==> src/hdl/i2cfs_cfg.svh <==
// i2cfs_cfg.svh - register map, field positions and reset values of the
// I2C FIFO status, slave transmit data and slave address block.
// Assumes a 32-bit APB master with byte addresses and one word per register.
// Function
// - A write-only 8-bit slave transmit data register, reset to zero, hands each written byte to the slave transmit path.
// - Four independent read/write 8-bit slave address registers, reset to zero, each give an address the slave answers.
// - Writing one to bit 9 of the FIFO status register discards everything in the master transmit FIFO.
// - Writing one to bit 8 of the FIFO status register discards everything in the slave transmit FIFO.
// - Bits 7:6 show the master receive FIFO as empty, byte just written, one byte held or full.
// - Bits 5:4 show the master transmit FIFO with the same four codes.
// - Bits 3:2 show the slave receive FIFO with the same four codes.
// - Bits 1:0 show the slave transmit FIFO with the same four codes.
// - The FIFO status register is 16 bits, resets to zero, reads zero in 15:10 and is valid in master and slave modes.
// - The slave flags underflow when a master asks for read data while the slave transmit FIFO is empty.
`ifndef I2CFS_CFG_SVH
`define I2CFS_CFG_SVH

// ----------------------------------------------------------------
// Register byte addresses
// ----------------------------------------------------------------
`define I2CFS_ADDR_STX      32'hffff0934
`define I2CFS_ADDR_ID0      32'hffff093c
`define I2CFS_ADDR_ID1      32'hffff0940
`define I2CFS_ADDR_ID2      32'hffff0944
`define I2CFS_ADDR_ID3      32'hffff0948
`define I2CFS_ADDR_FSTA     32'hffff094c
`define I2CFS_ADDR_IRQ_STAT 32'hffff0950
`define I2CFS_ADDR_IRQ_MASK 32'hffff0954

// ----------------------------------------------------------------
// Fields and reset values
// ----------------------------------------------------------------
`define I2CFS_BIT_MTX_FLUSH 9
`define I2CFS_BIT_STX_FLUSH 8
`define I2CFS_RST_BYTE      8'h00
`define I2CFS_RST_FSTA      16'h0000
`define I2CFS_IRQ_W         3
`define I2CFS_IRQ_UFL       0
`define I2CFS_IRQ_MRX_FULL  1
`define I2CFS_IRQ_SRX_FULL  2
`define I2CFS_RST_IRQ       3'h0
`define I2CFS_FIFO_DEPTH    2

`endif

==> src/hdl/i2cfs_pkg.sv <==
// i2cfs_pkg.sv - types shared by the FIFO status block and its helpers.
// Assumes the constants of i2cfs_cfg.svh for every number.
package i2cfs_pkg;

  // Fill state codes reported per FIFO
  typedef enum logic [1:0]
  {
    FILL_EMPTY   = 2'h0,
    FILL_WRITTEN = 2'h1,
    FILL_ONE     = 2'h2,
    FILL_FULL    = 2'h3
  } i2cfs_fill_t;

  // One byte with its valid flag
  typedef struct packed
  {
    logic       valid;
    logic [7:0] data;
  } i2cfs_byte_t;

  // APB answer sequencer
  typedef enum logic [1:0]
  {
    ST_IDLE = 2'h1,
    ST_DONE = 2'h2
  } i2cfs_apb_st_t;

endpackage

==> src/hdl/i2cfs_fifo2.sv <==
// i2cfs_fifo2.sv - two-byte FIFO that reports its fill state code.
// Assumes push and pop are single-cycle strobes synchronous to mclk_in.
`timescale 1ns/100ps
`include "i2cfs_cfg.svh"
module i2cfs_fifo2
(
  // Clock and reset
  input  wire logic                   mclk_in,
  input  wire logic                   arst_n_in,
  // Filling side
  input  wire i2cfs_pkg::i2cfs_byte_t push_in,
  input  wire logic                   flush_in,
  // Draining side
  input  wire logic                   pop_in,
  output i2cfs_pkg::i2cfs_byte_t      head_out,
  output i2cfs_pkg::i2cfs_fill_t      fill_out
);
  import i2cfs_pkg::*;

  logic [7:0]  mem_r [0:`I2CFS_FIFO_DEPTH-1];
  logic [1:0]  cnt_r;
  logic [1:0]  cnt_nxt;
  logic        push_ok;
  logic        pop_ok;
  logic        wr_idx;
  logic        valid_r;
  i2cfs_fill_t fill_r;

  // A full FIFO refuses a push; the producer must watch the fill code
  assign pop_ok  = pop_in && (cnt_r != 2'd0);
  assign push_ok = push_in.valid && (cnt_r != 2'(`I2CFS_FIFO_DEPTH)) && !flush_in;
  assign wr_idx  = cnt_r[0] ^ pop_ok;

  // flush clears count
  // Count, flush wins over any push or pop
  always_comb
  begin
    if (flush_in)
      cnt_nxt = 2'd0;
    else
      cnt_nxt = cnt_r + {1'b0, push_ok} - {1'b0, pop_ok};
  end

  always_ff @(posedge mclk_in or negedge arst_n_in)
  begin
    if (!arst_n_in)
      cnt_r <= 2'd0;
    else
      cnt_r <= cnt_nxt;
  end

  // Shifting storage keeps the head in a flop of its own
  always_ff @(posedge mclk_in or negedge arst_n_in)
  begin
    if (!arst_n_in)
    begin
      mem_r[0] <= `I2CFS_RST_BYTE;
      mem_r[1] <= `I2CFS_RST_BYTE;
    end
    else
    begin
      if (pop_ok)
        mem_r[0] <= mem_r[1];
      if (push_ok)
        mem_r[wr_idx] <= push_in.data;
    end
  end

  always_ff @(posedge mclk_in or negedge arst_n_in)
  begin
    if (!arst_n_in)
    begin
      fill_r  <= FILL_EMPTY;
      valid_r <= 1'b0;
    end
    else
    begin
      valid_r <= (cnt_nxt != 2'd0);
      unique case (cnt_nxt)
        2'd0:    fill_r <= FILL_EMPTY;
        2'd1:    fill_r <= push_ok ? FILL_WRITTEN : FILL_ONE;
        default: fill_r <= FILL_FULL;
      endcase
    end
  end

  assign head_out = '{valid: valid_r, data: mem_r[0]};
  assign fill_out = fill_r;
endmodule

==> src/hdl/i2cfs_irq.sv <==
// i2cfs_irq.sv - sticky event status with read-clear and a masked level.
// Assumes clear bits are exactly those software has already read.
`timescale 1ns/100ps
`include "i2cfs_cfg.svh"
module i2cfs_irq
(
  // Clock and reset
  input  wire logic                     mclk_in,
  input  wire logic                     arst_n_in,
  // Events and software side
  input  wire logic [`I2CFS_IRQ_W-1:0]  event_in,
  input  wire logic [`I2CFS_IRQ_W-1:0]  clear_in,
  input  wire logic [`I2CFS_IRQ_W-1:0]  mask_in,
  // Results
  output logic      [`I2CFS_IRQ_W-1:0]  status_out,
  output logic                          irq_out
);
  import i2cfs_pkg::*;

  logic [`I2CFS_IRQ_W-1:0] stat_r;
  logic [`I2CFS_IRQ_W-1:0] stat_nxt;
  logic                    irq_r;

  // A fresh event beats a clear in the same cycle
  assign stat_nxt = (stat_r & ~clear_in) | event_in;

  always_ff @(posedge mclk_in or negedge arst_n_in)
  begin
    if (!arst_n_in)
    begin
      stat_r <= `I2CFS_RST_IRQ;
      irq_r  <= 1'b0;
    end
    else
    begin
      stat_r <= stat_nxt;
      irq_r  <= |(stat_nxt & mask_in);
    end
  end

  assign status_out = stat_r;
  assign irq_out    = irq_r;
endmodule

==> src/hdl/i2cfs_top.sv <==
// i2cfs_top.sv - APB register block holding the slave transmit data
// register, four slave addresses, the FIFO status and flush register,
// an event status and mask pair, and the four two-byte FIFOs.
// Assumes the protocol engine drives pushes, pops and read requests
// as one-cycle strobes synchronous to mclk_in.
//
// Design decision made here: register access over APB.
`timescale 1ns/100ps
`include "i2cfs_cfg.svh"
module i2cfs_top
(
  // Clock and reset
  input  wire logic                   mclk_in,
  input  wire logic                   arst_n_in,
  // APB slave
  input  wire logic [31:0]            paddr_in,
  input  wire logic                   psel_in,
  input  wire logic                   penable_in,
  input  wire logic                   pwrite_in,
  input  wire logic [31:0]            pwdata_in,
  input  wire logic [3:0]             pstrb_in,
  output logic      [31:0]            prdata_out,
  output logic                        pready_out,
  output logic                        pslverr_out,
  // Master side of the engine
  input  wire i2cfs_pkg::i2cfs_byte_t mtx_push_in,
  input  wire logic                   mtx_pop_in,
  output i2cfs_pkg::i2cfs_byte_t      mtx_head_out,
  input  wire i2cfs_pkg::i2cfs_byte_t mrx_push_in,
  input  wire logic                   mrx_pop_in,
  output i2cfs_pkg::i2cfs_byte_t      mrx_head_out,
  // Slave side of the engine
  input  wire logic                   stx_req_in,
  output i2cfs_pkg::i2cfs_byte_t      stx_head_out,
  input  wire i2cfs_pkg::i2cfs_byte_t srx_push_in,
  input  wire logic                   srx_pop_in,
  output i2cfs_pkg::i2cfs_byte_t      srx_head_out,
  output logic      [3:0][7:0]        slave_address_out,
  output logic                        slave_tx_underflow_out,
  // Interrupt
  output logic                        irq_out
);
  import i2cfs_pkg::*;

  // ----------------------------------------------------------------
  // Decode helpers
  // ----------------------------------------------------------------

  // One-hot select of the four slave address registers
  function automatic logic [3:0] id_sel(input logic [31:0] a);
    logic [3:0] s;
    s    = 4'h0;
    s[0] = (a == `I2CFS_ADDR_ID0);
    s[1] = (a == `I2CFS_ADDR_ID1);
    s[2] = (a == `I2CFS_ADDR_ID2);
    s[3] = (a == `I2CFS_ADDR_ID3);
    return s;
  endfunction

  // True for any address this block answers
  function automatic logic is_mapped(input logic [31:0] a);
    return (|id_sel(a)) ||
           (a == `I2CFS_ADDR_STX) ||
           (a == `I2CFS_ADDR_FSTA) ||
           (a == `I2CFS_ADDR_IRQ_STAT) ||
           (a == `I2CFS_ADDR_IRQ_MASK);
  endfunction

  // ----------------------------------------------------------------
  // Declarations
  // ----------------------------------------------------------------
  i2cfs_apb_st_t           st_r;
  logic                    pready_r;
  logic                    pslverr_r;
  logic [31:0]             prdata_r;
  logic [31:0]             rdata;
  logic                    xfer_done;
  logic                    wr_done;
  logic                    rd_done;
  logic [3:0]              id_hit;
  logic [3:0][7:0]         slave_address_r;
  logic [7:0]              stx_data_r;
  logic                    stx_push_r;
  logic                    mtx_flush;
  logic                    stx_flush;
  logic                    stx_pop;
  logic                    ufl_r;
  logic [`I2CFS_IRQ_W-1:0] mask_r;
  logic [`I2CFS_IRQ_W-1:0] irq_stat;
  logic [`I2CFS_IRQ_W-1:0] irq_evt;
  logic [`I2CFS_IRQ_W-1:0] irq_clr;
  logic                    mrx_full_q;
  logic                    srx_full_q;
  i2cfs_byte_t             stx_push;
  i2cfs_byte_t             stx_head;
  i2cfs_fill_t             mrx_fill;
  i2cfs_fill_t             mtx_fill;
  i2cfs_fill_t             srx_fill;
  i2cfs_fill_t             stx_fill;
  logic [15:0]             fsta_view;

  // ----------------------------------------------------------------
  // APB sequencer
  // ----------------------------------------------------------------

  // The edge where pready is sampled high is the only one that commits
  assign xfer_done = (st_r == ST_DONE) && psel_in && penable_in;
  assign wr_done   = xfer_done && pwrite_in;
  assign rd_done   = xfer_done && !pwrite_in;
  assign id_hit    = id_sel(paddr_in);

  // One wait cycle lets read data come from a flop
  always_ff @(posedge mclk_in or negedge arst_n_in)
  begin
    if (!arst_n_in)
    begin
      st_r     <= ST_IDLE;
      pready_r <= 1'b0;
    end
    else
    begin
      unique case (st_r)
        ST_IDLE:
        begin
          if (psel_in && penable_in)
          begin
            st_r     <= ST_DONE;
            pready_r <= 1'b1;
          end
        end
        ST_DONE:
        begin
          st_r     <= ST_IDLE;
          pready_r <= 1'b0;
        end
      endcase
    end
  end

  // Read data mux, reserved bits read as zero
  always_comb
  begin
    rdata = 32'h0;
    if (|id_hit)
      rdata[7:0] = slave_address_r[0] & {8{id_hit[0]}} |
                   slave_address_r[1] & {8{id_hit[1]}} |
                   slave_address_r[2] & {8{id_hit[2]}} |
                   slave_address_r[3] & {8{id_hit[3]}};
    else if (paddr_in == `I2CFS_ADDR_FSTA)
      rdata[15:0] = fsta_view;
    else if (paddr_in == `I2CFS_ADDR_IRQ_STAT)
      rdata[`I2CFS_IRQ_W-1:0] = irq_stat;
    else if (paddr_in == `I2CFS_ADDR_IRQ_MASK)
      rdata[`I2CFS_IRQ_W-1:0] = mask_r;
  end

  // Answer registers, captured at the end of the access wait, on the edge that raises pready
  always_ff @(posedge mclk_in or negedge arst_n_in)
  begin
    if (!arst_n_in)
    begin
      prdata_r  <= 32'h0;
      pslverr_r <= 1'b0;
    end
    else if ((st_r == ST_IDLE) && psel_in && penable_in)
    begin
      prdata_r  <= pwrite_in ? 32'h0 : rdata;
      pslverr_r <= !is_mapped(paddr_in);
    end
    else if (st_r == ST_DONE)
    begin
      prdata_r  <= 32'h0;
      pslverr_r <= 1'b0;
    end
  end

  // ----------------------------------------------------------------
  // Slave address registers
  // ----------------------------------------------------------------

  always_ff @(posedge mclk_in or negedge arst_n_in)
  begin
    if (!arst_n_in)
      slave_address_r <= {4{`I2CFS_RST_BYTE}};
    else if (wr_done && pstrb_in[0])
    begin
      for (int i = 0; i < 4; i++)
        if (id_hit[i])
          slave_address_r[i] <= pwdata_in[7:0];
    end
  end

  // ----------------------------------------------------------------
  // Slave transmit data path
  // ----------------------------------------------------------------

  always_ff @(posedge mclk_in or negedge arst_n_in)
  begin
    if (!arst_n_in)
    begin
      stx_data_r <= `I2CFS_RST_BYTE;
      stx_push_r <= 1'b0;
    end
    else
    begin
      stx_push_r <= wr_done && pstrb_in[0] && (paddr_in == `I2CFS_ADDR_STX);
      if (wr_done && pstrb_in[0] && (paddr_in == `I2CFS_ADDR_STX))
        stx_data_r <= pwdata_in[7:0];
    end
  end

  assign stx_push = '{valid: stx_push_r, data: stx_data_r};

  always_ff @(posedge mclk_in or negedge arst_n_in)
  begin
    if (!arst_n_in)
      ufl_r <= 1'b0;
    else
      ufl_r <= stx_req_in && !stx_head.valid;
  end

  assign stx_pop = stx_req_in && stx_head.valid;

  // ----------------------------------------------------------------
  // Flush commands and FIFO status view
  // ----------------------------------------------------------------

  // master transmit flush, a pulse that stores nothing
  assign mtx_flush = wr_done && pstrb_in[1] && (paddr_in == `I2CFS_ADDR_FSTA) &&
                     pwdata_in[`I2CFS_BIT_MTX_FLUSH];
  assign stx_flush = wr_done && pstrb_in[1] && (paddr_in == `I2CFS_ADDR_FSTA) &&
                     pwdata_in[`I2CFS_BIT_STX_FLUSH];

  // packed status view, flush bits always read zero
  assign fsta_view = {6'h00, 2'h0, mrx_fill, mtx_fill, srx_fill, stx_fill};

  i2cfs_fifo2 u_stx_fifo
  (
    .mclk_in   (mclk_in),
    .arst_n_in (arst_n_in),
    .push_in   (stx_push),
    .flush_in  (stx_flush),
    .pop_in    (stx_pop),
    .head_out  (stx_head),
    .fill_out  (stx_fill)
  );

  i2cfs_fifo2 u_mtx_fifo
  (
    .mclk_in   (mclk_in),
    .arst_n_in (arst_n_in),
    .push_in   (mtx_push_in),
    .flush_in  (mtx_flush),
    .pop_in    (mtx_pop_in),
    .head_out  (mtx_head_out),
    .fill_out  (mtx_fill)
  );

  i2cfs_fifo2 u_mrx_fifo
  (
    .mclk_in   (mclk_in),
    .arst_n_in (arst_n_in),
    .push_in   (mrx_push_in),
    .flush_in  (1'b0),
    .pop_in    (mrx_pop_in),
    .head_out  (mrx_head_out),
    .fill_out  (mrx_fill)
  );

  i2cfs_fifo2 u_srx_fifo
  (
    .mclk_in   (mclk_in),
    .arst_n_in (arst_n_in),
    .push_in   (srx_push_in),
    .flush_in  (1'b0),
    .pop_in    (srx_pop_in),
    .head_out  (srx_head_out),
    .fill_out  (srx_fill)
  );

  // ----------------------------------------------------------------
  // Interrupt events, mask and status
  // ----------------------------------------------------------------

  // Receive FIFOs raise an event only on the step into full
  always_ff @(posedge mclk_in or negedge arst_n_in)
  begin
    if (!arst_n_in)
    begin
      mrx_full_q <= 1'b0;
      srx_full_q <= 1'b0;
    end
    else
    begin
      mrx_full_q <= (mrx_fill == FILL_FULL);
      srx_full_q <= (srx_fill == FILL_FULL);
    end
  end

  always_ff @(posedge mclk_in or negedge arst_n_in)
  begin
    if (!arst_n_in)
      mask_r <= `I2CFS_RST_IRQ;
    else if (wr_done && pstrb_in[0] && (paddr_in == `I2CFS_ADDR_IRQ_MASK))
      mask_r <= pwdata_in[`I2CFS_IRQ_W-1:0];
  end

  assign irq_evt[`I2CFS_IRQ_UFL]      = ufl_r;
  assign irq_evt[`I2CFS_IRQ_MRX_FULL] = (mrx_fill == FILL_FULL) && !mrx_full_q;
  assign irq_evt[`I2CFS_IRQ_SRX_FULL] = (srx_fill == FILL_FULL) && !srx_full_q;

  // Only bits already returned to software are cleared, so nothing is lost
  assign irq_clr = (rd_done && (paddr_in == `I2CFS_ADDR_IRQ_STAT)) ?
                   prdata_r[`I2CFS_IRQ_W-1:0] : `I2CFS_RST_IRQ;

  i2cfs_irq u_irq
  (
    .mclk_in    (mclk_in),
    .arst_n_in  (arst_n_in),
    .event_in   (irq_evt),
    .clear_in   (irq_clr),
    .mask_in    (mask_r),
    .status_out (irq_stat),
    .irq_out    (irq_out)
  );

  // ----------------------------------------------------------------
  // Outputs
  // ----------------------------------------------------------------
  assign prdata_out             = prdata_r;
  assign pready_out             = pready_r;
  assign pslverr_out            = pslverr_r;
  assign stx_head_out           = stx_head;
  assign slave_address_out      = slave_address_r;
  assign slave_tx_underflow_out = ufl_r;
endmodule

==> config.mk <==
export PLATFORM = sky130hd
export DESIGN_NAME = i2cfs_top
export DESIGN_NICKNAME = d
export VERILOG_FILES = /design/src/hdl/i2cfs_pkg.sv /design/src/hdl/i2cfs_fifo2.sv /design/src/hdl/i2cfs_irq.sv /design/src/hdl/i2cfs_top.sv
export VERILOG_INCLUDE_DIRS = /design/src /design/src/hdl
export SDC_FILE = /design/constraint.sdc
export NUM_CORES = 1
export LEC_CHECK = 0
export BUFFER_PORTS_ARGS = -buffer_cell sky130_fd_sc_hd__buf_2
export CAP_MARGIN = 20
export CORE_ASPECT_RATIO = 0.8
export CORE_MARGIN = 2
export CORE_UTILIZATION = 35
export DETAILED_ROUTE_END_ITERATION = 10
export GPL_TIMING_DRIVEN = 0
export PLACE_DENSITY = 0.62
export SYNTH_ARGS = -nofsm -noshare
export SYNTH_HDL_FRONTEND = slang
export SYNTH_SLANG_ARGS = --single-unit
==> constraint.sdc <==
create_clock -name mclk_in -period 3 [get_ports mclk_in]
set_input_delay 0.3 -clock mclk_in [delete_from_list [all_inputs] [get_ports mclk_in]]
set_output_delay 0.3 -clock mclk_in [all_outputs]
set_load 0.01 [all_outputs]
==> results of run 1 <==
[critical path: stages]
cell,delay (ns)
sky130_fd_sc_hd__buf_2,0.11
sky130_fd_sc_hd__or3_4,0.39
sky130_fd_sc_hd__or4_4,0.57
sky130_fd_sc_hd__nor3_4,0.23
sky130_fd_sc_hd__and3_1,0.18
sky130_fd_sc_hd__clkbuf_1,0.22
sky130_fd_sc_hd__nor2_1,0.07
sky130_fd_sc_hd__ha_1,0.37
sky130_fd_sc_hd__xnor2_1,0.33
sky130_fd_sc_hd__xnor2_2,0.13
sky130_fd_sc_hd__a21oi_1,0.13
sky130_fd_sc_hd__nor2_1,0.05
[timing repair]
action | in CTS | in global routing
setup buffers | 2 | 0
gates resized for setup | 0 | 4
pin swaps | 2 | 0
hold buffers | 1 | 0
endpoints found under the setup margin | 20 | 16
endpoints found under the hold margin | 55 | 0
[how the worst max path moves through the flow]
| stage | cells after the start | start | slack (ns) | endpoint |
|---|---|---|---|---|
| 4_1_cts | 12 | paddr_in[1] | 0.08 | u_stx_fifo.cnt_r[1]$_DFF_PN0_ |
| 3_5_place_dp | 14 | paddr_in[9] | -0.52 | u_stx_fifo.fill_out[0]$_DFF_PN0_ |
| 3_3_place_gp | 1 | arst_n_in | -0.60 | asynchronous set/reset pin |
| 5_1_grt | 12 | paddr_in[1] | 0.002 | u_stx_fifo.fill_out[0]$_DFF_PN0_ |
| 6_report | 12 | paddr_in[1] | 0.22 | u_stx_fifo.fill_out[0]$_DFF_PN0_ |
| 2_1_floorplan | 11 | paddr_in[1] | 0.06 | u_stx_fifo.cnt_r[1]$_DFF_PN0_ |
[power breakdown]
part | total, mW | switching [mW] | internal, mW | leakage (nW)
Clock | 2.12 | 0.818 | 1.30 | 0.288
Sequential | 2.79 | 0.280 | 2.51 | 1.85
Combinational | 2.32 | 1.12 | 1.21 | 2.45
[cells in the mapped netlist, types with 5 or more instances]
| master | n |
|---|---|
| sky130_fd_sc_hd__nor2b_1 | 12 |
| sky130_fd_sc_hd__dfrtp_1 | 145 |
| sky130_fd_sc_hd__nand4_1 | 7 |
| sky130_fd_sc_hd__nand3_1 | 14 |
| sky130_fd_sc_hd__nor2_1 | 32 |
| sky130_fd_sc_hd__o21ai_0 | 19 |
| sky130_fd_sc_hd__buf_4 | 60 |
| sky130_fd_sc_hd__mux2_2 | 104 |
| sky130_fd_sc_hd__a222oi_1 | 5 |
| sky130_fd_sc_hd__mux2i_1 | 19 |
| sky130_fd_sc_hd__a21oi_1 | 23 |
| sky130_fd_sc_hd__a32oi_1 | 5 |
| sky130_fd_sc_hd__clkbuf_1 | 7 |
| sky130_fd_sc_hd__nand2_1 | 40 |
| sky130_fd_sc_hd__ha_1 | 8 |
| sky130_fd_sc_hd__xnor2_1 | 6 |
| sky130_fd_sc_hd__a22oi_1 | 6 |
| sky130_fd_sc_hd__inv_1 | 21 |
[metal layers]
| metal | vias to the layer above | GRT usage | wire length [um] |
|---|---|---|---|
| li1 | 2450 | - | - |
| met1 | 2473 | 0.230 | 8230 |
| met2 | 168 | 0.250 | 7620 |
| met3 | 17 | 0.0546 | 1260 |
| met4 | 0 | 0.0500 | 222 |
| met5 | - | 0 | 0 |
[cell type report]
type / instances / area (um2) / share of cell area
sequential: 146 / 3650 / 0.409
multi-input combinational: 379 / 2910 / 0.325
timing repair buffer: 163 / 855 / 0.0957
buffer: 73 / 512 / 0.0573
clock buffer: 22 / 484 / 0.0542
tap: 264 / 330 / 0.0370
clock inverter: 8 / 104 / 0.0116
inverter: 22 / 82.6 / 0.00925
[kinds of logic after synthesis]
logic type | Yosys count
DFF | 146
and+or+nand+nor | 137
muxes | 123
buffers and inverters | 96
AOI/OAI and AO/OA | 79
adders and majority gates | 8
xor gates and xnor gates | 8
other | 1
[metrics by stage]
stage               TNS [ns]  hold WS (ns)  std cells   util
floorplan                  0       0.00441        621      -
finish                     0         0.124       1077  0.451
detailed placement     -6.73         0.306       1045  0.419
global placement      -89.89         0.444       1044  0.418
CTS                        0         0.104       1078  0.450
global route               0         0.108       1077  0.451
==> impl_metrics.csv, run 1 <==
group,metric,value,unit
status,result_of_the_run,"completed",
final_layout,most_frequent_cells_in_the_layout,"160 x sky130_fd_sc_hd__buf_2, 145 x sky130_fd_sc_hd__dfrtp_1, 104 x sky130_fd_sc_hd__mux2_2",
routing,routedWlPerCell,16.1,um
placement,post_place_setup_slack,-0.525,ns
timing,final.min_clock_period,2.78,ns
routing,drt.antenna.violating_nets,0,
global_routing,grt_max_degree,91,
timing,final.setup.worst_slack,0.216,ns
synthesis,synth_top_area_cell,"sky130_fd_sc_hd__dfrtp_1",
routing,route.detailed.vias_per_inst,4.74,
critical_path,crit_reg_reg_endpoint,"u_stx_fifo.fill_out[0]$_DFF_PN0_",
flow_run,maxCapViolCount,0,
synthesis,post_synth_xor_area_fraction,0.00993,
final_layout,drive_above_1_share,0.458,
global_routing,global_route_wire_length_before_repair,26.8,mm
placement,portBuffers,159,
synthesis,avgSynthCellArea,11.8,um2
placement,gp_congestion,0.816,
timing,setup_violations,0,
synthesis,synth_largest_type_area_fraction,0.514,
synthesis,synth_adder_area_share,0.0142,
cts,worst_skew_pair_later_pin_latency,0.42,ns
die,std_cell_rows,46,
global_routing,globalRoute.totalOverflow,0,
hold_path,hp_start,"mtx_push_in[0]",
power,power_density,810,nW/um2
synthesis,sequential_share_of_the_synthesized_area,0.518,
routing,routed_wirelength,17.3,mm
critical_path,start_of_the_worst_register_to_register_path,"u_stx_fifo.cnt_r[1]$_DFF_PN0_",
placement,detailed_placement_wirelength_estimate,12.8,mm
die,core_region_area,19800,um2
timing,timing_worst_slew_pin_value,0.817,ns
final_layout,commonest_non_fill_non_tap_cell_in_the_layout,"sky130_fd_sc_hd__buf_2",
synthesis,synth_area,7060,um2
cts,clk_transition_reported_paths,0.06,ns
critical_path,critPathMaxFanout,9,
timing,number_of_max_slew_violations_in_the_final_report,0,
timing,grt_setup_unrepaired,"false",
cts,h-tree-depth,4,
synthesis,postSynth.topFlopCell,"sky130_fd_sc_hd__dfrtp_1",
synthesis,synth_cell_types,57,
synthesis,complex_gate_fraction_of_the_synthesized_area,0.0757,
critical_path,number_of_cell_instances_on_the_worst_register_to_register_path,9,
critical_path,setup_slack_reg_to_reg,0.25,ns
power,power.static_leakage,4.58,nW
cts,buffer_levels_on_the_longest_clock_path,2,
routing,drc,0,
routing,num_vias,5108,
synthesis,post_synth_inst_count,598,
critical_path,cp-end-kind,"register",
routing,drt_pass1_iterations,5,
hold_path,min_path_cells,2,
die,die_height,131,um
synthesis,synth.mux.area_fraction,0.193,
cts,cts_inserted_buffers,17,
critical_path,critPathKind,"in -> reg",
final_layout,design_area,8930,um2
hold_path,min_to,"u_mtx_fifo.head_out[0]$_DFF_PN0_",
synthesis,dominant_combinational_cell_family_by_area_after_synthesis,"multiplexers",
cts,clock_sink_count,146,
synthesis,postSynth.asyncResetShare,1.00,
placement,dpl-instance-area,8300,um2
final_layout,n_antenna_cell,0,
cts,cts_tree,"done",
final_layout,number_of_nets_in_the_layout,914,
cts,ctsRootBufferMaster,"sky130_fd_sc_hd__clkbuf_16",
timing,relSlewSlack,0.448,
synthesis,synth.yosys.warnings,0,
critical_path,worstSetupStartpointType,"primary input",
timing,skew,0.00832,ns
global_routing,grt_antenna_before_repair,0,
synthesis,synth_seq_cells,146,
synthesis,post_synth_and_or_nand_nor_area_fraction,0.105,
critical_path,required,3.30,ns
final_layout,syn_to_final_growth,26.5,%
synthesis,synth_edf_count,0,
critical_path,critPathArrivalTime,3.08,ns
power,fin_total_pwr,7.23,mW
global_routing,grt_util_all_layers,0.166,
timing,final-hold-violation-count,0,
die,die_w,163,um
die,dieArea,21300,um2
hold_path,hold_path.class,"in -> reg",
global_routing,first_global_vias,4843,
die,initial_core_util,0.356,
timing,min_period_over_period,0.928,
die,ioPinCount,208,
synthesis,synth_area_leaders,"sky130_fd_sc_hd__dfrtp_1 51%, sky130_fd_sc_hd__mux2_2 17%, sky130_fd_sc_hd__buf_4 6.4%",
timing,maxClockFrequency,359,MHz
power,worst_ir_drop_vdd,390,uV
routing,drtIter0Drc,291,
final_layout,fillerInstances,1894,
Power figures use the tool's default switching activity.
==> inputs of run 2 (changes only) <==
Settings changed: CTS_BUF_LIST from default to sky130_fd_sc_hd__clkbuf_8 sky130_fd_sc_hd__clkbuf_16.
==> run 2 against run 1 <==
  * Count of clock-buffer cells in the layout is 1 lower
  * Clock power about the same
  * Non-clock buffer count did not move
  * Combinational power barely moved
  * Hold slack better by 0.00059 ns
==> impl_metrics.csv, run 2 (synthesized netlist as in run 1, its figures left out) <==
group,metric,value,unit
routing,drt_pass1_iterations,5,
final_layout,fin_cells,1077,
critical_path,cp-end-kind,"register",
routing,num_vias,5113,
critical_path,critPathMaxFanout,9,
status,result_of_the_run,"completed",
die,die_height,131,um
timing,relSlewSlack,0.456,
global_routing,first_global_vias,4843,
final_layout,syn_to_final_growth,26.5,%
routing,routedWlPerCell,16.1,um
placement,gp_congestion,0.816,
cts,clk_transition_reported_paths,0.06,ns
final_layout,drive_above_1_share,0.458,
critical_path,worstSetupStartpointType,"primary input",
placement,dpl-instance-area,8300,um2
final_layout,design_area,8930,um2
global_routing,grt_max_degree,91,
cts,ctsRootBufferMaster,"sky130_fd_sc_hd__clkbuf_16",
timing,min_period_over_period,0.928,
cts,cts_tree,"done",
die,initial_core_util,0.356,
cts,h-tree-depth,4,
routing,route.detailed.vias_per_inst,4.75,
cts,buffer_levels_on_the_longest_clock_path,2,
final_layout,n_antenna_cell,0,
timing,setup_violations,0,
critical_path,critPathKind,"in -> reg",
placement,place.detailed.instances,1045,
cts,worst_skew_pair_later_pin_latency,0.42,ns
die,core_region_area,19800,um2
global_routing,global_route_wire_length_before_repair,26.8,mm
timing,final.min_clock_period,2.78,ns
placement,portBuffers,159,
final_layout,number_of_nets_in_the_layout,914,
hold_path,hold_path.class,"in -> reg",
timing,number_of_max_slew_violations_in_the_final_report,0,
global_routing,grt_util_all_layers,0.166,
timing,maxClockFrequency,359,MHz
die,die_w,163,um
power,worst_ir_drop_vdd,390,uV
die,dieArea,21300,um2
final_layout,most_frequent_cells_in_the_layout,"160 x sky130_fd_sc_hd__buf_2, 145 x sky130_fd_sc_hd__dfrtp_1, 104 x sky130_fd_sc_hd__mux2_2",
global_routing,globalRoute.totalOverflow,0,
routing,routed_wirelength,17.3,mm
timing,skew,0.00834,ns
die,ioPinCount,208,
routing,drc,0,
power,power.static_leakage,4.59,nW
routing,drtIter0Drc,291,
cts,cts_inserted_buffers,17,
timing,grt_setup_unrepaired,"false",
routing,drt.antenna.violating_nets,0,
flow_run,maxCapViolCount,0,
die,std_cell_rows,46,
power,power_density,810,nW/um2
timing,timing_worst_slew_pin_value,0.805,ns
power,fin_total_pwr,7.23,mW
placement,detailed_placement_wirelength_estimate,12.8,mm
timing,final-hold-violation-count,0,
cts,clock_sink_count,146,
global_routing,grt_antenna_before_repair,0,
critical_path,required,3.30,ns
critical_path,critPathArrivalTime,3.08,ns
final_layout,commonest_non_fill_non_tap_cell_in_the_layout,"sky130_fd_sc_hd__buf_2",
-- run 2: changes by cell type in the layout (fill, tap and decap cells not counted), sizes merged --
cell,delta
inv,+1
clkbuf,-1
-- run 2: repair_timing --
item	CTS	global route
hold endpoints to repair	55	0
hold buffers	1	0
pin swaps	2	0
setup endpoints to repair	20	16
buffers inserted	2	0
gates resized for setup	0	4
-- run 2: cell type report --
cell class                      count  area (um2)
Buffer                             73         512
Fill cell                        1894       10900
Multi-Input combinational cell    379        2910
Timing Repair Buffer              163         855
Inverter                           22        82.6
Tap cell                          264         330
Clock buffer                       21         480
Clock inverter                      9         108
Sequential cell                   146        3650
-- run 2: per-stage QoR --
| step | hold slack, ns | worst slack [ns] | utilization | setup TNS, ns |
|---|---|---|---|---|
| after global routing | 0.108 | 0.00174 | 0.451 | 0 |
| after floorplan | 0.00441 | 0.0643 | - | 0 |
| after CTS | 0.104 | 0.0774 | 0.450 | 0 |
| after detailed placement | 0.306 | -0.525 | 0.419 | -6.73 |
| final | 0.125 | 0.217 | 0.451 | 0 |
| after global placement | 0.444 | -0.596 | 0.418 | -89.89 |
-- run 2: report_power, final --
group / total, mW / internal, mW / switching (mW)
registers: 2.79 / 2.51 / 0.280
logic: 2.32 / 1.21 / 1.11
clock network: 2.12 / 1.30 / 0.819
-- run 2: worst max-delay path, stage by stage --
cell and delay (ns):
sky130_fd_sc_hd__buf_2 0.11, sky130_fd_sc_hd__or3_4 0.39, sky130_fd_sc_hd__or4_4 0.57, sky130_fd_sc_hd__nor3_4 0.23, sky130_fd_sc_hd__and3_1 0.18, sky130_fd_sc_hd__clkbuf_1 0.22, sky130_fd_sc_hd__nor2_1 0.07, sky130_fd_sc_hd__ha_1 0.37
sky130_fd_sc_hd__xnor2_1 0.33, sky130_fd_sc_hd__xnor2_2 0.13, sky130_fd_sc_hd__a21oi_1 0.13, sky130_fd_sc_hd__nor2_1 0.05
-- run 2: worst paths after layout --
| path | slack [ns] | endpoint | start | cells past startpoint |
|---|---|---|---|---|
| min | 0.12 | u_mtx_fifo.head_out[0]$_DFF_PN0_ | mtx_push_in[0] | 2 |
| min in group asynchronous | 0.42 | slave_address_out[8]$_DFFE_PN0P_ | arst_n_in | 2 |
| max in group asynchronous | 1.72 | u_srx_fifo.cnt_r[1]$_DFF_PN0_ | arst_n_in | 3 |
| max | 0.22 | u_stx_fifo.fill_out[0]$_DFF_PN0_ | paddr_in[1] | 12 |
| max reg2reg | 0.26 | u_stx_fifo.fill_out[0]$_DFF_PN0_ | u_stx_fifo.cnt_r[1]$_DFF_PN0_ | 9 |
| min reg2reg | 0.47 | slave_tx_underflow_out$_DFF_PN0_ | u_stx_fifo.valid_r$_DFF_PN0_ | 1 |
-- run 2: layer usage --
metal  part of all wire  vias up  routed length (um)  track usage
li1                   -     2450                   -            -
met1               0.47     2481                8190        0.230
met2               0.44      165                7630        0.250
met3              0.074       17                1270       0.0546
met4              0.012        0                 211       0.0500
met5                  0        -                   0            0
==> inputs of run 3 (changes only) <==
Settings changed: ABC_AREA from default to 1.
==> run 3 against run 2 <==
  * Wire length increased by 8.4%
  * Total power up 3.8%
  * Sequential share of layout area down 1.1 points
  * Count of clock-buffer cells in the layout down 3
  * Largest cell class unchanged
  * Largest power group unchanged
==> impl_metrics.csv, run 3 <==
group,metric,value,unit
die,core_region_area,20500,um2
routing,drc,0,
global_routing,grt_util_all_layers,0.180,
timing,skew,0.0117,ns
timing,final-hold-violation-count,0,
timing,maxClockFrequency,359,MHz
final_layout,number_of_nets_in_the_layout,1173,
global_routing,grt_max_degree,96,
timing,setup_violations,0,
placement,detailed_placement_wirelength_estimate,14.0,mm
hold_path,hold_path.class,"in -> reg",
synthesis,synth_largest_type_area_fraction,0.498,
placement,gp_congestion,0.853,
final_layout,ff_latch_area,3650,um2
final_layout,drive_above_1_share,0.296,
synthesis,ys_top_cells_by_count,"245 x sky130_fd_sc_hd__nand2_1, 145 x sky130_fd_sc_hd__dfrtp_1, 89 x sky130_fd_sc_hd__o21ai_0",
final_layout,fillerInstances,2068,
cts,cts_inserted_buffers,17,
die,die_height,133,um
synthesis,post_synth_inst_count,857,
cts,ctsRootBufferMaster,"sky130_fd_sc_hd__clkbuf_16",
final_layout,commonest_non_fill_non_tap_cell_in_the_layout,"sky130_fd_sc_hd__nand2_1",
cts,clk_transition_reported_paths,0.07,ns
routing,route.detailed.vias_per_inst,4.50,
global_routing,globalRoute.totalOverflow,0,
critical_path,cp-end-kind,"register",
die,ioPinCount,208,
timing,min_period_over_period,0.927,
synthesis,synth_top_area_cell,"sky130_fd_sc_hd__dfrtp_1",
die,dieArea,22000,um2
timing,timing_worst_slew_pin_value,0.650,ns
global_routing,global_route_wire_length_before_repair,30.6,mm
power,power_density,818,nW/um2
cts,cts_tree,"done",
power,fin_total_pwr,7.50,mW
timing,relSlewSlack,0.565,
routing,drt_pass1_iterations,4,
synthesis,sequential_share_of_the_synthesized_area,0.502,
final_layout,most_frequent_cells_in_the_layout,"245 x sky130_fd_sc_hd__nand2_1, 161 x sky130_fd_sc_hd__buf_2, 145 x sky130_fd_sc_hd__dfrtp_1",
critical_path,required,3.29,ns
cts,clock_sink_count,146,
critical_path,critPathArrivalTime,3.07,ns
power,power.static_leakage,4.85,nW
synthesis,postSynth.asyncResetShare,1.00,
final_layout,syn_to_final_growth,25.9,%
final_layout,n_antenna_cell,0,
critical_path,worstSetupStartpointType,"register",
synthesis,synth_cell_types,40,
final_layout,multi_input_comb_area,2810,um2
routing,drt.antenna.violating_nets,0,
global_routing,grt_antenna_before_repair,1,
synthesis,avgSynthCellArea,8.50,um2
cts,worst_skew_pair_later_pin_latency,0.43,ns
synthesis,synth.yosys.warnings,0,
routing,routedWlPerCell,14.0,um
synthesis,yosys.cell_count.top_type,"sky130_fd_sc_hd__nand2_1",
die,initial_core_util,0.355,
timing,final.min_clock_period,2.78,ns
status,result_of_the_run,"completed",
routing,routed_wirelength,18.8,mm
synthesis,synth_edf_count,0,
synthesis,synth_area_leaders,"sky130_fd_sc_hd__dfrtp_1 50%, sky130_fd_sc_hd__nand2_1 13%, sky130_fd_sc_hd__buf_4 6.3%",
die,die_w,165,um
die,std_cell_rows,47,
routing,num_vias,6043,
timing,number_of_max_slew_violations_in_the_final_report,0,
power,worst_ir_drop_vdd,456,uV
global_routing,first_global_vias,5881,
cts,buffer_levels_on_the_longest_clock_path,2,
placement,portBuffers,159,
cts,h-tree-depth,4,
routing,drtIter0Drc,414,
timing,grt_setup_unrepaired,"false",
synthesis,synth_seq_cells,146,
critical_path,critPathKind,"reg -> reg",
final_layout,finalCoreUtilization,0.447,
synthesis,postSynth.topFlopCell,"sky130_fd_sc_hd__dfrtp_1",
synthesis,synth_area,7280,um2
flow_run,maxCapViolCount,0,
critical_path,critPathMaxFanout,9,
-- run 3: critical path, cell delays in order, from the launching register on --
cell and delay [ns]:
sky130_fd_sc_hd__dfrtp_1 0.41, sky130_fd_sc_hd__o21ai_2 0.38, sky130_fd_sc_hd__clkinv_1 0.38, sky130_fd_sc_hd__ha_1 0.41, sky130_fd_sc_hd__inv_1 0.06, sky130_fd_sc_hd__ha_1 0.12
sky130_fd_sc_hd__buf_2 0.24, sky130_fd_sc_hd__xor2_1 0.21, sky130_fd_sc_hd__xor2_1 0.27, sky130_fd_sc_hd__o21ai_0 0.16
-- run 3: path summary, 6_finish.rpt --
| kind | start | endpoint | slack, ns | cells past startpoint |
|---|---|---|---|---|
| worst max-delay path | u_srx_fifo.cnt_r[0]$_DFF_PN0_ | u_srx_fifo.fill_out[1]$_DFF_PN0_ | 0.22 | 9 |
| worst min-delay path | stx_req_in | slave_tx_underflow_out$_DFF_PN0_ | 0.09 | 3 |
| worst max register to register | u_srx_fifo.cnt_r[0]$_DFF_PN0_ | u_srx_fifo.fill_out[1]$_DFF_PN0_ | 0.22 | 9 |
| worst min register to register | u_stx_fifo.valid_r$_DFF_PN0_ | slave_tx_underflow_out$_DFF_PN0_ | 0.46 | 1 |
| max in group asynchronous | arst_n_in | slave_address_out[5]$_DFFE_PN0P_ | 1.75 | 3 |
| min in group asynchronous | arst_n_in | u_stx_fifo.head_out[7]$_DFF_PN0_ | 0.40 | 2 |
-- run 3: area by class of cell --
type                       count  area share
multi-input combinational    562       0.307
timing repair buffer         162      0.0924
clock buffer                  18      0.0479
tap                          269      0.0367
inverter                      93      0.0381
buffer                        79      0.0613
sequential                   146       0.399
clock inverter                14      0.0186
-- run 3: kinds of logic after synthesis --
logic type      count (synthesis)  share of synthesized area
xor+xnor                        8                    0.00962
flops                         146                      0.502
mux                            24                     0.0371
other cells                     1                   0.000515
buf+inv                       172                      0.125
simple gates                  374                      0.218
fa+ha+maj                       8                     0.0137
compound gates                124                     0.0945
-- run 3: where the power goes --
part | switching [mW] | internal [mW] | leakage [nW]
clock network | 0.928 | 1.27 | 0.285
logic | 1.33 | 1.14 | 2.77
registers | 0.283 | 2.56 | 1.79
total | 2.54 | 4.97 | 4.85
-- run 3: repair_timing --
action,CTS,global route
gates resized for setup,2,2
endpoints found under the setup margin,12,1
buffers inserted,1,0
hold endpoints to repair,51,0
hold buffers,1,0
pin swaps,1,0
-- run 3: layer usage --
metal / vias up / global-route usage / routed length (um)
met5: - / 0 / 13
met4: 2 / 0.0449 / 316
met3: 22 / 0.0643 / 1410
met2: 160 / 0.264 / 8360
met1: 2792 / 0.253 / 8650
li1: 3067 / - / -
-- run 3: per-stage QoR --
step           worst slack, ns  hold slack, ns  instances  cell area (um2)  TNS [ns]
5_1_grt                 0.0253          0.0922       1343             9170         0
3_5_place_dp           -0.0733           0.294       1309             8530    -0.153
2_1_floorplan            0.532         0.00441        880             7370         0
6_report                 0.218          0.0915       1343             9170         0
3_3_place_gp            -0.622           0.446       1308             8500    -87.42
4_1_cts                  0.189          0.0795       1343             9170         0
